<file path="src/hdl/pasl_defs.svh">
`ifndef PASL_DEFS_SVH
`define PASL_DEFS_SVH
`define PASL_REG_BASIC_CTRL   5'h00
`define PASL_REG_IND_CTRL     5'h11
`define PASL_REG_IRQ          5'h1B
`define PASL_REG_PHY_CTRL     5'h1F
`define PASL_BIT_PWRDN        11
`define PASL_BIT_ANEG_EN      12
`define PASL_BIT_IRQ_POL      14
`define PASL_LAYOUT_HI        7
`define PASL_LAYOUT_LO        6
`define PASL_BASIC_RST        16'h1000
`define PASL_IND_RST          16'h00C0
`define PASL_PHY_RST          16'h0000
`define PASL_IRQ_RST          16'h0000
`define PASL_MODE_NAND        4'h4
`define PASL_MODE_CPD         4'h7
`define PASL_STRAP_WAIT       3'h4
`define PASL_CLK_HZ           250000000
`define PASL_BLINK_MS         80
`define PASL_BLINK_HALF       ((`PASL_CLK_HZ / 1000) * `PASL_BLINK_MS / 2)
`define PASL_NAND_W           30
`endif

</file>
<file path="src/hdl/pasl_pkg.sv">
package pasl_pkg;
   typedef enum logic [1:0] {
      PASL_LAY_RSVD = 2'h0,
      PASL_LAY_FIVE = 2'h1,
      PASL_LAY_FOUR = 2'h2,
      PASL_LAY_SIX  = 2'h3
   } pasl_layout_t;

   typedef struct packed {
      logic       link_up;
      logic [1:0] speed;
      logic       full_duplex;
      logic       collision;
      logic       tx_act;
      logic       rx_act;
   } pasl_link_t;

   typedef struct packed {
      logic [5:0] drive;
      logic [5:0] level;
   } pasl_ind_t;
endpackage : pasl_pkg

</file>
<file path="src/hdl/pasl_sync.sv">
`timescale 1ns/1ps
module pasl_sync #(
   parameter int W = 1
) (
   input  wire logic         i_clk,
   input  wire logic         i_rst,
   input  wire logic [W-1:0] i_async,
   output logic      [W-1:0] o_sync
);
   logic [W-1:0] s1_reg;
   logic [W-1:0] s2_reg;
   logic [W-1:0] s3_reg;
   logic [W-1:0] out_reg;
   logic [W-1:0] out_next;

   // Change only once second and third stage agree
   assign out_next = (s2_reg == s3_reg) ? s2_reg : out_reg;
   assign o_sync   = out_reg;

   always_ff @(posedge i_clk) begin
      if (i_rst) begin
         s1_reg  <= '0;
         s2_reg  <= '0;
         s3_reg  <= '0;
         out_reg <= '0;
      end else begin
         s1_reg  <= i_async;
         s2_reg  <= s1_reg;
         s3_reg  <= s2_reg;
         out_reg <= out_next;
      end
   end
endmodule : pasl_sync

</file>
<file path="src/hdl/pasl_top.sv">
// Contract
// Interrupt only for enabled conditions, bits 15:8
// Status bits 7:0 latch conditions
// Reading register 27 clears status
// Bit 14 of 31 sets polarity
// Bits 7:6 of 17 select layout
// Four-layout: speed pins link/activity, duplex pin
// Four-layout: pins two and one undriven
// Five-layout: link pins, pin one activity
// Five-layout: pin two undriven
// Six-layout: pin two receive, one transmit
// Activity blinks at 80 ms period
// Strap 0100 enters board-test mode
// Test chain of inputs onto clock pin
// Power saving when autoneg, no link
// Write one bit 11 powers down
// Power-down keeps only management alive
// Write zero bit 11 resumes
// Strap 0111 enters chip power-down
// Board resets to leave chip power-down
// Interrupt drops when no enabled pending
// Layout change applies without reset
`timescale 1ns/1ps
`include "pasl_defs.svh"
module pasl_top
   import pasl_pkg::*;
(
   input  wire logic                    i_clk,
   input  wire logic                    i_rst,
   input  wire logic [3:0]              i_mode_strap,
   input  wire logic                    i_reg_wr,
   input  wire logic                    i_reg_rd,
   input  wire logic [4:0]              i_reg_addr,
   input  wire logic [15:0]             i_reg_wdata,
   input  wire logic [7:0]              i_irq_event,
   input  wire pasl_link_t              i_link,
   input  wire logic [`PASL_NAND_W-1:0] i_nand_pins,
   input  wire logic                    i_clk125_src,
   output logic [15:0]                  o_reg_rdata,
   output logic                         o_irq_level,
   output logic                         o_irq_oe,
   output logic [5:0]                   o_ind_level,
   output logic [5:0]                   o_ind_oe,
   output logic                         o_ref_clk_out_125,
   output logic                         o_nand_mode,
   output logic                         o_chip_pwrdn,
   output logic                         o_sw_pwrdn,
   output logic                         o_power_save,
   output logic                         o_func_enable
);
   logic [15:0]             basic_reg;
   logic [15:0]             basic_next;
   logic [15:0]             ind_reg;
   logic [15:0]             ind_next;
   logic [15:0]             phy_reg;
   logic [15:0]             phy_next;
   logic [7:0]              irq_en_reg;
   logic [7:0]              irq_en_next;
   logic [7:0]              irq_st_reg;
   logic [7:0]              irq_st_next;
   logic [15:0]             rdata_reg;
   logic [15:0]             rdata_next;
   logic [2:0]              strap_wait_reg;
   logic                    strap_take;
   logic [3:0]              strap_reg;
   logic                    nand_reg;
   logic                    cpd_reg;
   logic [31:0]             blink_cnt_reg;
   logic [31:0]             blink_cnt_next;
   logic                    blink_reg;
   logic                    blink_wrap;
   logic [5:0]              ind_lvl_reg;
   logic [5:0]              ind_oe_reg;
   pasl_ind_t               ind_now;
   pasl_layout_t            layout;
   logic [3:0]              strap_sync;
   logic [`PASL_NAND_W-1:0] nand_sync;
   logic                    nand_chain;
   logic                    irq_active;
   logic                    irq_pol_high;
   logic                    sel_basic;
   logic                    sel_ind;
   logic                    sel_phy;
   logic                    sel_irq;
   logic                    active;
   logic [2:0]              spd_on;
   logic                    act_any;
   logic                    pin_three;
   logic [2:0]              spd_pins;

   pasl_sync #(.W(4)) u_strap_sync (
      .i_clk   (i_clk),
      .i_rst   (i_rst),
      .i_async (i_mode_strap),
      .o_sync  (strap_sync)
   );

   pasl_sync #(.W(`PASL_NAND_W)) u_nand_sync (
      .i_clk   (i_clk),
      .i_rst   (i_rst),
      .i_async (i_nand_pins),
      .o_sync  (nand_sync)
   );

   assign sel_basic = (i_reg_addr == `PASL_REG_BASIC_CTRL);
   assign sel_ind   = (i_reg_addr == `PASL_REG_IND_CTRL);
   assign sel_phy   = (i_reg_addr == `PASL_REG_PHY_CTRL);
   assign sel_irq   = (i_reg_addr == `PASL_REG_IRQ);

   assign basic_next  = (i_reg_wr && sel_basic) ? i_reg_wdata : basic_reg;
   // Layout field storage
   assign ind_next    = (i_reg_wr && sel_ind) ? i_reg_wdata : ind_reg;
   assign phy_next    = (i_reg_wr && sel_phy) ? i_reg_wdata : phy_reg;
   assign irq_en_next = (i_reg_wr && sel_irq) ? i_reg_wdata[15:8] : irq_en_reg;
   // Latch conditions, set beats clear
   // Read clears status
   assign irq_st_next = ((i_reg_rd && sel_irq) ? 8'h00 : irq_st_reg) | i_irq_event;

   always_comb begin
      rdata_next = 16'h0000;
      if (sel_basic) begin
         rdata_next = basic_reg;
      end else if (sel_ind) begin
         rdata_next = ind_reg;
      end else if (sel_phy) begin
         rdata_next = phy_reg;
      end else if (sel_irq) begin
         rdata_next = {irq_en_reg, irq_st_reg};
      end
   end

   always_ff @(posedge i_clk) begin
      if (i_rst) begin
         basic_reg  <= `PASL_BASIC_RST;
         ind_reg    <= `PASL_IND_RST;
         phy_reg    <= `PASL_PHY_RST;
         {irq_en_reg, irq_st_reg} <= `PASL_IRQ_RST;
         rdata_reg  <= 16'h0000;
      end else begin
         basic_reg  <= basic_next;
         ind_reg    <= ind_next;
         phy_reg    <= phy_next;
         irq_en_reg <= irq_en_next;
         irq_st_reg <= irq_st_next;
         rdata_reg  <= i_reg_rd ? rdata_next : rdata_reg;
      end
   end
   assign o_reg_rdata = rdata_reg;

   // Straps caught once, after the cleared synchroniser has refilled
   assign strap_take = (strap_wait_reg == `PASL_STRAP_WAIT);
   always_ff @(posedge i_clk) begin
      if (i_rst) begin
         strap_wait_reg <= 3'h0;
      end else if (strap_wait_reg <= `PASL_STRAP_WAIT) begin
         strap_wait_reg <= strap_wait_reg + 3'h1;
      end
   end
   always_ff @(posedge i_clk) begin
      if (i_rst) begin
         strap_reg      <= 4'h0;
         nand_reg       <= 1'b0;
         cpd_reg        <= 1'b0;
      end else if (strap_take) begin
         strap_reg      <= strap_sync;
         // Board-test strap
         nand_reg       <= (strap_sync == `PASL_MODE_NAND);
         // Chip power-down strap
         cpd_reg        <= (strap_sync == `PASL_MODE_CPD);
      end
   end
   // Sync chain is cleared by reset and needs four edges to refill;
   // modes are known from the fifth edge after release.
   // Only reset leaves chip power-down
   assign o_chip_pwrdn = cpd_reg;
   assign o_nand_mode  = nand_reg;

   // Power-down on bit 11 set
   // Resume on bit 11 cleared
   assign o_sw_pwrdn    = basic_reg[`PASL_BIT_PWRDN];
   // Everything but management stops
   assign active        = ~o_sw_pwrdn & ~cpd_reg & ~nand_reg;
   assign o_func_enable = active;
   // Saving when autoneg on, no link
   assign o_power_save  = active & basic_reg[`PASL_BIT_ANEG_EN] & ~i_link.link_up;

   // Half period of 40 ms toggle
   assign blink_wrap     = (blink_cnt_reg == 32'(`PASL_BLINK_HALF - 1));
   assign blink_cnt_next = blink_wrap ? 32'h0 : blink_cnt_reg + 32'h1;
   always_ff @(posedge i_clk) begin
      if (i_rst || !active) begin
         blink_cnt_reg <= 32'h0;
         blink_reg     <= 1'b0;
      end else begin
         blink_cnt_reg <= blink_cnt_next;
         blink_reg     <= blink_wrap ? ~blink_reg : blink_reg;
      end
   end

   // Layout read live from the register
   assign layout = pasl_layout_t'(ind_reg[`PASL_LAYOUT_HI:`PASL_LAYOUT_LO]);
   assign spd_on[0] = i_link.link_up && (i_link.speed == 2'h0);
   assign spd_on[1] = i_link.link_up && (i_link.speed == 2'h1);
   assign spd_on[2] = i_link.link_up && (i_link.speed == 2'h2);
   assign act_any   = i_link.tx_act | i_link.rx_act;
   // Duplex low when full, blink on collision
   assign pin_three = i_link.collision ? blink_reg : ~i_link.full_duplex;

   always_comb begin
      spd_pins = ~spd_on;
      ind_now  = '{drive: 6'h00, level: 6'h3F};
      case (layout)
         PASL_LAY_FOUR: begin
            // Combined link and activity per speed
            spd_pins = ~spd_on | ({3{act_any & blink_reg}} & spd_on);
            // Pins two and one released
            ind_now  = '{drive: 6'h3C, level: {spd_pins[0], spd_pins[1], spd_pins[2], pin_three, 2'h3}};
         end
         PASL_LAY_FIVE: begin
            // Link-only pins, activity on pin one
            // Pin two released
            ind_now = '{drive: 6'h3D,
                        level: {spd_pins[0], spd_pins[1], spd_pins[2], pin_three, 1'b1,
                                ~(act_any & ~blink_reg)}};
         end
         PASL_LAY_SIX: begin
            // Receive on two, transmit on one
            ind_now = '{drive: 6'h3F,
                        level: {spd_pins[0], spd_pins[1], spd_pins[2], pin_three,
                                ~(i_link.rx_act & ~blink_reg), ~(i_link.tx_act & ~blink_reg)}};
         end
         default: begin
            ind_now = '{drive: 6'h00, level: 6'h3F};
         end
      endcase
   end

   // Indicators quiet while any power-down or test mode holds
   always_ff @(posedge i_clk) begin
      if (i_rst) begin
         ind_lvl_reg <= 6'h3F;
         ind_oe_reg  <= 6'h00;
      end else begin
         ind_lvl_reg <= active ? ind_now.level : 6'h3F;
         ind_oe_reg  <= active ? ind_now.drive : 6'h00;
      end
   end
   assign o_ind_level = ind_lvl_reg;
   assign o_ind_oe    = ind_oe_reg;

   // Only enabled conditions raise it
   // Drops once no enabled bit pending
   assign irq_active   = |(irq_en_reg & irq_st_reg);
   // Polarity from bit 14, default low
   assign irq_pol_high = phy_reg[`PASL_BIT_IRQ_POL];
   assign o_irq_level  = irq_pol_high ? irq_active : ~irq_active;
   assign o_irq_oe     = active;

   // NAND chain, first input at bit zero
   assign nand_chain = ~(&nand_sync);
   assign o_ref_clk_out_125 = nand_reg ? nand_chain : (active & i_clk125_src);
endmodule : pasl_top
</file>
<file path="config.mk">
export PLATFORM = sky130hd
export DESIGN_NAME = pasl_top
export DESIGN_NICKNAME = d
export VERILOG_FILES = /design/src/hdl/pasl_pkg.sv /design/src/hdl/pasl_sync.sv /design/src/hdl/pasl_top.sv
export VERILOG_INCLUDE_DIRS = /design/src /design/src/hdl
export SDC_FILE = /design/constraint.sdc
export NUM_CORES = 1
export LEC_CHECK = 0
export BUFFER_PORTS_ARGS = -buffer_cell sky130_fd_sc_hd__buf_2
export CORE_ASPECT_RATIO = 1.1
export CORE_MARGIN = 1.5
export CORE_UTILIZATION = 30
export CTS_CLUSTER_DIAMETER = 120
export DETAILED_ROUTE_END_ITERATION = 16
export SYNTH_ARGS = -nofsm -noshare
export SYNTH_HDL_FRONTEND = slang
export SYNTH_SLANG_ARGS = --single-unit
</file>
<file path="constraint.sdc">
create_clock -name i_clk -period 2 [get_ports i_clk]
set_clock_uncertainty 0.15 [all_clocks]
set_input_delay 0.1 -clock i_clk [delete_from_list [all_inputs] [get_ports i_clk]]
set_output_delay 0.1 -clock i_clk [all_outputs]
set_load 0.03 [all_outputs]
</file>
Yosys cells after proc, flatten, opt, wreduce, memory -nomap -nowiden
Index checks and enable logic that the tools add are counted.
{"block": "totals", "output_inout_bits": 36, "wordCells": 90, "reg_bits": 266, "input_bits": 75}
{"block": "classes", "magnitude_cmp": 1, "addsub": 2, "eq_ne": 14, "n_reduce_logical": 16, "bitwise_logic": 27, "n_mux": 9}
{"op": "2-to-1 mux 16 bit", "count": 4}
{"op": "case mux 12 bit (3 select lines)", "count": 1}
{"op": "adder 32 x 1 -> 32 bit, second input constant", "count": 1}
{"op": "equality test 32 x 24 -> 1 bit, second input constant", "count": 1}
{"op": "equality test 30 bit", "count": 1}
{"op": "AND reduction 30 bit", "count": 1}
{"op": "equality test 5 bit, second input constant", "count": 3}
{"op": "inverter 1 bit", "count": 12}
{"op": "AND 1 bit", "count": 9}
{"op": "AND 8 bit", "count": 1}
{"op": "equality test 4 x 3 -> 1 bit, second input constant", "count": 2}
{"op": "logical AND 1 bit", "count": 8}
{"op": "2-to-1 mux 8 bit", "count": 1}
{"op": "OR 8 bit", "count": 1}
{"op": "OR reduction 8 bit", "count": 1}
{"op": "equality test 2 bit, second input constant", "count": 3}
{"op": "zero test 5 bit", "count": 1}
{"op": "equality test 2 x 1 -> 1 bit, second input constant", "count": 2}
{"op": "equality test 4 bit", "count": 1}
{"op": "OR reduction 2 bit", "count": 2}
{"op": "adder 3 x 1 -> 3 bit, second input constant", "count": 1}
{"op": "AND 3 bit", "count": 1}
{"op": "equality test 3 bit, second input constant", "count": 1}
{"op": "less-or-equal comparator 3 bit, second input constant", "count": 1}
{"op": "other kinds (7)", "count": 9}

Longest topological paths before layout
{"block": "logic_depth", "depth_word": 6, "ltp_mapped": 9, "mapped_depth_nobuf": 6}

Hierarchy
From an unflattened synthesis, not the netlist that was laid out.
{"block": "hier_totals", "cells_unflattened": 1005, "hier_area_um2": 10347.4}
{"module": "pasl_top", "seq_area_each_um2": 2542.4, "cells_each": 637, "instances": 1, "area_per_inst_um2": 5619.1}
{"module": "pasl_sync (u_nand_sync)", "seq_area_each_um2": 2402.3, "cells_each": 326, "instances": 1, "area_per_inst_um2": 4190.3}
{"module": "pasl_sync (u_strap_sync)", "seq_area_each_um2": 320.3, "cells_each": 42, "instances": 1, "area_per_inst_um2": 538.0}

Least setup slack after synthesis
Ideal clock, no wire load.
{"block": "synth_timing", "kind": "register to register", "start": "reg nand_reg, in the netlist o_nand_mode", "end": "reg blink_cnt_reg[20]", "path_stages_with_launch": 5, "setup_time_ns": 0.091, "t_required_ns": 1.759, "setup_slack_ns": -0.180, "n_path_buf": 1, "arrival_time_ns": 1.939, "synth_period_minus_slack_ns": 2.180, "path_cell_list": "dfxtp_1 nor3_1 nand2b_1 clkbuf_1 a311oi_1"}
{"block": "synth_via", "elab_chain_len": 5}
{"item": "start, declared", "line": "pasl_top.sv:66", "source": "logic nand_reg;"}
{"item": "start signal, assigned", "line": "pasl_top.sv:167", "source": "nand_reg <= (strap_sync == `PASL_MODE_NAND);"}
{"item": "inverter 1 bit", "line": "pasl_top.sv:182", "source": "assign active = ~o_sw_pwrdn & ~cpd_reg & ~nand_reg;"}
{"item": "AND 1 bit", "line": "pasl_top.sv:182"}
{"item": "net o_func_enable", "line": "pasl_top.sv:49", "source": "output logic o_func_enable"}
{"item": "zero test 1 bit", "line": "pasl_top.sv:191", "source": "if (i_rst || !active) begin"}
{"item": "logical OR 1 bit", "line": "pasl_top.sv:191"}
{"item": "OR reduction 2 bit (no line)"}
{"item": "end signal, assigned", "line": "pasl_top.sv:195", "source": "blink_cnt_reg <= blink_cnt_next;"}
{"item": "end, declared", "line": "pasl_top.sv:68", "source": "logic [31:0] blink_cnt_reg;"}
The timed path passes the listed nets, and every way through them passes these cells.
A chain may end at the register's enable or synchronous reset.

Worst setup path after layout
{"block": "layout_timing", "start": "reg u_nand_sync.out_reg[19], in the netlist u_nand_sync.o_sync[19]", "end": "out o_ref_clk_out_125"}
{"block": "layout_via", "elab_chain_len": 3}
{"item": "start, declared", "line": "pasl_sync.sv:13", "source": "logic [W-1:0] out_reg;"}
{"item": "start signal, assigned", "line": "pasl_sync.sv:30", "source": "out_reg <= out_next;"}
{"item": "AND reduction 30 bit", "line": "pasl_top.sv:260", "source": "assign nand_chain = ~(&nand_sync);"}
{"item": "inverter 1 bit", "line": "pasl_top.sv:260"}
{"item": "2-to-1 mux 1 bit", "line": "pasl_top.sv:261", "source": "assign o_ref_clk_out_125 = nand_reg ? nand_chain : (active & i_clk125_src);"}
{"item": "end, declared", "line": "pasl_top.sv:44", "source": "output logic o_ref_clk_out_125,"}
No other way between the ends.

==> qor.json <==
{
  "timing": {
    "final-hold-violation-count": 0,
    "max_slew_margin_pct": 57.1,
    "max_freq_mhz": 482,
    "rsz0062_at_grt": "true",
    "tns_ns": -0.0742,
    "finalSetupViolCount": 1,
    "final.setup.worst_slack_ns": -0.0742,
    "period_share_pct": 104,
    "finalCriticalPeriod_ns": 2.07,
    "whs_ns": 0.0505,
    "worst_pin_slew_ns": 0.643,
    "timing.final.max_slew_violations": 0
  },
  "hold_path": {
    "timing.hold.worst.class": "input port to register"
  },
  "clock_network": {
    "cts_buffers": 28,
    "cts_buffer_depth": 3,
    "cts.sink_count": 263,
    "clockRootBuffer": "sky130_fd_sc_hd__clkbuf_16",
    "cts-htree-levels": 1,
    "clk_transition_reported_paths_ns": 0.06,
    "post-cts-setup-buffers": 0,
    "cts_tree": "built",
    "clock_insertion_delay_at_the_later_pin_of_the_skew_report_ns": 0.52
  },
  "global_route": {
    "global_route_wire_length_before_repair_mm": 37.3,
    "grtUsageTotal_pct": 13.1,
    "grt_start_max_net_pins": 86,
    "gr-total-overflow": 0,
    "grt_antenna_before_repair": 0,
    "via_count_of_the_first_global_routing_pass": 7455
  },
  "floorplanning": {
    "die-area_mm2": 0.0349,
    "boundaryPins": 111,
    "placeableCoreArea_mm2": 0.0333,
    "die_outline_height_um": 196,
    "chipWidth_um": 178,
    "floorplan.rows": 70,
    "initial_core_util_pct": 30.5
  },
  "yosys": {
    "synth.largest_area_cell": "sky130_fd_sc_hd__dfxtp_1",
    "ys_async_rst_share_pct": 0,
    "synth_common_cells": "263 x sky130_fd_sc_hd__dfxtp_1, 132 x sky130_fd_sc_hd__nor2b_1, 97 x sky130_fd_sc_hd__nor2_1",
    "postSynthCellCount": 1030,
    "top_post_synthesis_cells_by_area": "sky130_fd_sc_hd__dfxtp_1 52%, sky130_fd_sc_hd__nor2b_1 8.1%, sky130_fd_sc_hd__nor2_1 3.6%, sky130_fd_sc_hd__mux2_2 3.3%, sky130_fd_sc_hd__nand2_1 3.2%",
    "post_synth.cell_area_avg_um2": 9.85,
    "mappedNetlistArea_mm2": 0.0101,
    "yosysWarningCount": 0,
    "sequential_share_of_the_synthesized_area_pct": 51.9,
    "ys_ff_latch": 263,
    "synth-main-ff-cell": "sky130_fd_sc_hd__dfxtp_1",
    "synth_enable_flop_cells": 0,
    "netlist-cell-type-count": 60,
    "post-synth-top-count-cell": "sky130_fd_sc_hd__dfxtp_1",
    "synth_top_area_share_pct": 51.9,
    "syn_nets": 1108
  },
  "run_status": {
    "failed_checks": "setup timing",
    "status": "complete, but fails checks"
  },
  "layout": {
    "finalNetCount": 1311,
    "syn_to_final_growth_pct": 29.6,
    "largest_register_ff_count": 32,
    "diodes": 0,
    "finalCoreUtilization_pct": 39.5,
    "share_of_cells_above_drive_strength_1_pct": 24.0
  },
  "setup_path": {
    "critical_path_buf_inv_count": 1,
    "worstSetupEndpointType": "output port",
    "critical-path-top-delay-family": "simple AND/OR/NAND/NOR gates",
    "crit_path_cell_trace": "nand4_1 -> nor4_2 -> nand2_1 -> a22o_1 -> buf_6",
    "slowest_delay_ns": 0.33,
    "startpoint_type": "register",
    "critical_path_top_delay_cell": "sky130_fd_sc_hd__dfxtp_2",
    "timing_worst_setup_path_type": "register to output port",
    "crit_arrival_ns": 1.82,
    "cp.required_ns": 1.75,
    "timing.critical_path.fanout_max": 2
  },
  "place": {
    "pre_cts_ws_ns": 0.0652,
    "detailed_place_hpwl_mm": 15.1,
    "port_buffers": 110,
    "place_congestion": 0.794
  },
  "routing": {
    "post_route_ant_nets": 0,
    "dr.first_iter.drc_count": 350,
    "wl_per_cell_um": 13.6,
    "viasPerCell": 4.54,
    "drcViolationCount": 0,
    "routed-via-count": 7646,
    "routed_wl_mm": 22.9,
    "drt_first_pass_iters": 5
  },
  "pwr": {
    "power-per-cell-area_mw_per_mm2": 870,
    "max-vdd-ir-drop_mv": 0.563,
    "p_leak_nw": 5.26
  },
  "flow_run": {
    "max_cap_viol_count": 0
  }
}
repair_timing:
item                                   CTS  global route
hold buffers                            74             0
resized for setup                        8            21
cloned                                   0             1
setup endpoints to repair                1            54
pin swaps                                4             8
endpoints found under the hold margin  130             0
layout make-up:
| class | instances | area (µm²) |
|---|---|---|
| Clock inverter | 6 | 87.6 |
| Tap cell | 432 | 541 |
| Fill cell | 3329 | 20100 |
| Timing Repair Buffer | 236 | 1770 |
| Clock buffer | 42 | 855 |
| Multi-Input combinational cell | 697 | 4590 |
| Inverter | 7 | 26.3 |
| Sequential cell | 263 | 5280 |
cell families after synthesis:
family / count (synthesis) / share of synthesized area [%]
AOI/OAI and AO/OA: 146 / 10.4
xor gates and xnor gates: 59 / 5.09
adders and majority gates: 3 / 0.370
buffers and inverters: 70 / 3.51
DFF: 263 / 51.9
muxes: 60 / 6.29
and+or+nand+nor: 429 / 22.4
final timing paths:
| kind | cells after the start | slack (ns) | from | endpoint |
|---|---|---|---|---|
| worst max-delay path | 5 | -0.07 | u_nand_sync.o_sync[19]$_SDFFE_PP0N_ | o_ref_clk_out_125 |
| worst min register to register | 1 | 0.28 | u_strap_sync.s1_reg[0]$_SDFF_PP0_ | u_strap_sync.s2_reg[0]$_SDFF_PP0_ |
| worst min-delay path | 5 | 0.05 | i_reg_addr[0] | o_reg_rdata[9]$_SDFFE_PP0P_ |
| worst max register to register | 6 | 0.01 | u_nand_sync.s3_reg[12]$_SDFF_PP0_ | u_nand_sync.o_sync[27]$_SDFFE_PP0N_ |
layer usage:
metal / part of all wire (%) / track usage [%]
met2: 48 / 22.4
met3: 3.8 / 1.98
met1: 48 / 17.1
met4: 1.1 / 2.99
met5: 0 / 0
per-stage QoR:
stage                     instance area (µm²)  instances  power (mW)
after global placement                  11400       1560        6.25
after CTS                               13100       1682        11.6
after detailed placement                11400       1560        6.26
final                                   13200       1683        11.4
after floorplan                         10200       1030        6.01
after global routing                    13200       1683        11.9
power by group:
group	leakage [nW]	internal [mW]	switching, mW	total [mW]
clock network	0.466	3.19	1.99	5.18
registers	2.15	5.39	0.0749	5.46
logic	2.64	0.379	0.423	0.802
total	5.26	8.95	2.49	11.4
cell usage in the layout (no fill, tap or decap), types with 29 or more instances in the layout:
cell	instances
sky130_fd_sc_hd__dfxtp_1	253
sky130_fd_sc_hd__xnor2_1	30
sky130_fd_sc_hd__clkbuf_16	29
sky130_fd_sc_hd__nor2_1	97
sky130_fd_sc_hd__mux2i_1	30
sky130_fd_sc_hd__nor2b_1	132
sky130_fd_sc_hd__nand2_1	86
sky130_fd_sc_hd__dlygate4sd3_1	74
sky130_fd_sc_hd__a21oi_1	57
sky130_fd_sc_hd__nand3_1	31
sky130_fd_sc_hd__buf_2	107
sky130_fd_sc_hd__buf_4	44
sky130_fd_sc_hd__mux2_2	30
tightest hold or removal path: cells and delay by family:
kind | cells | cell delay (ns)
compound gates | 2 | 0.22
buf+inv | 2 | 0.29
simple gates | 1 | 0.06
Note: power is estimated with default switching activity, not from simulation.
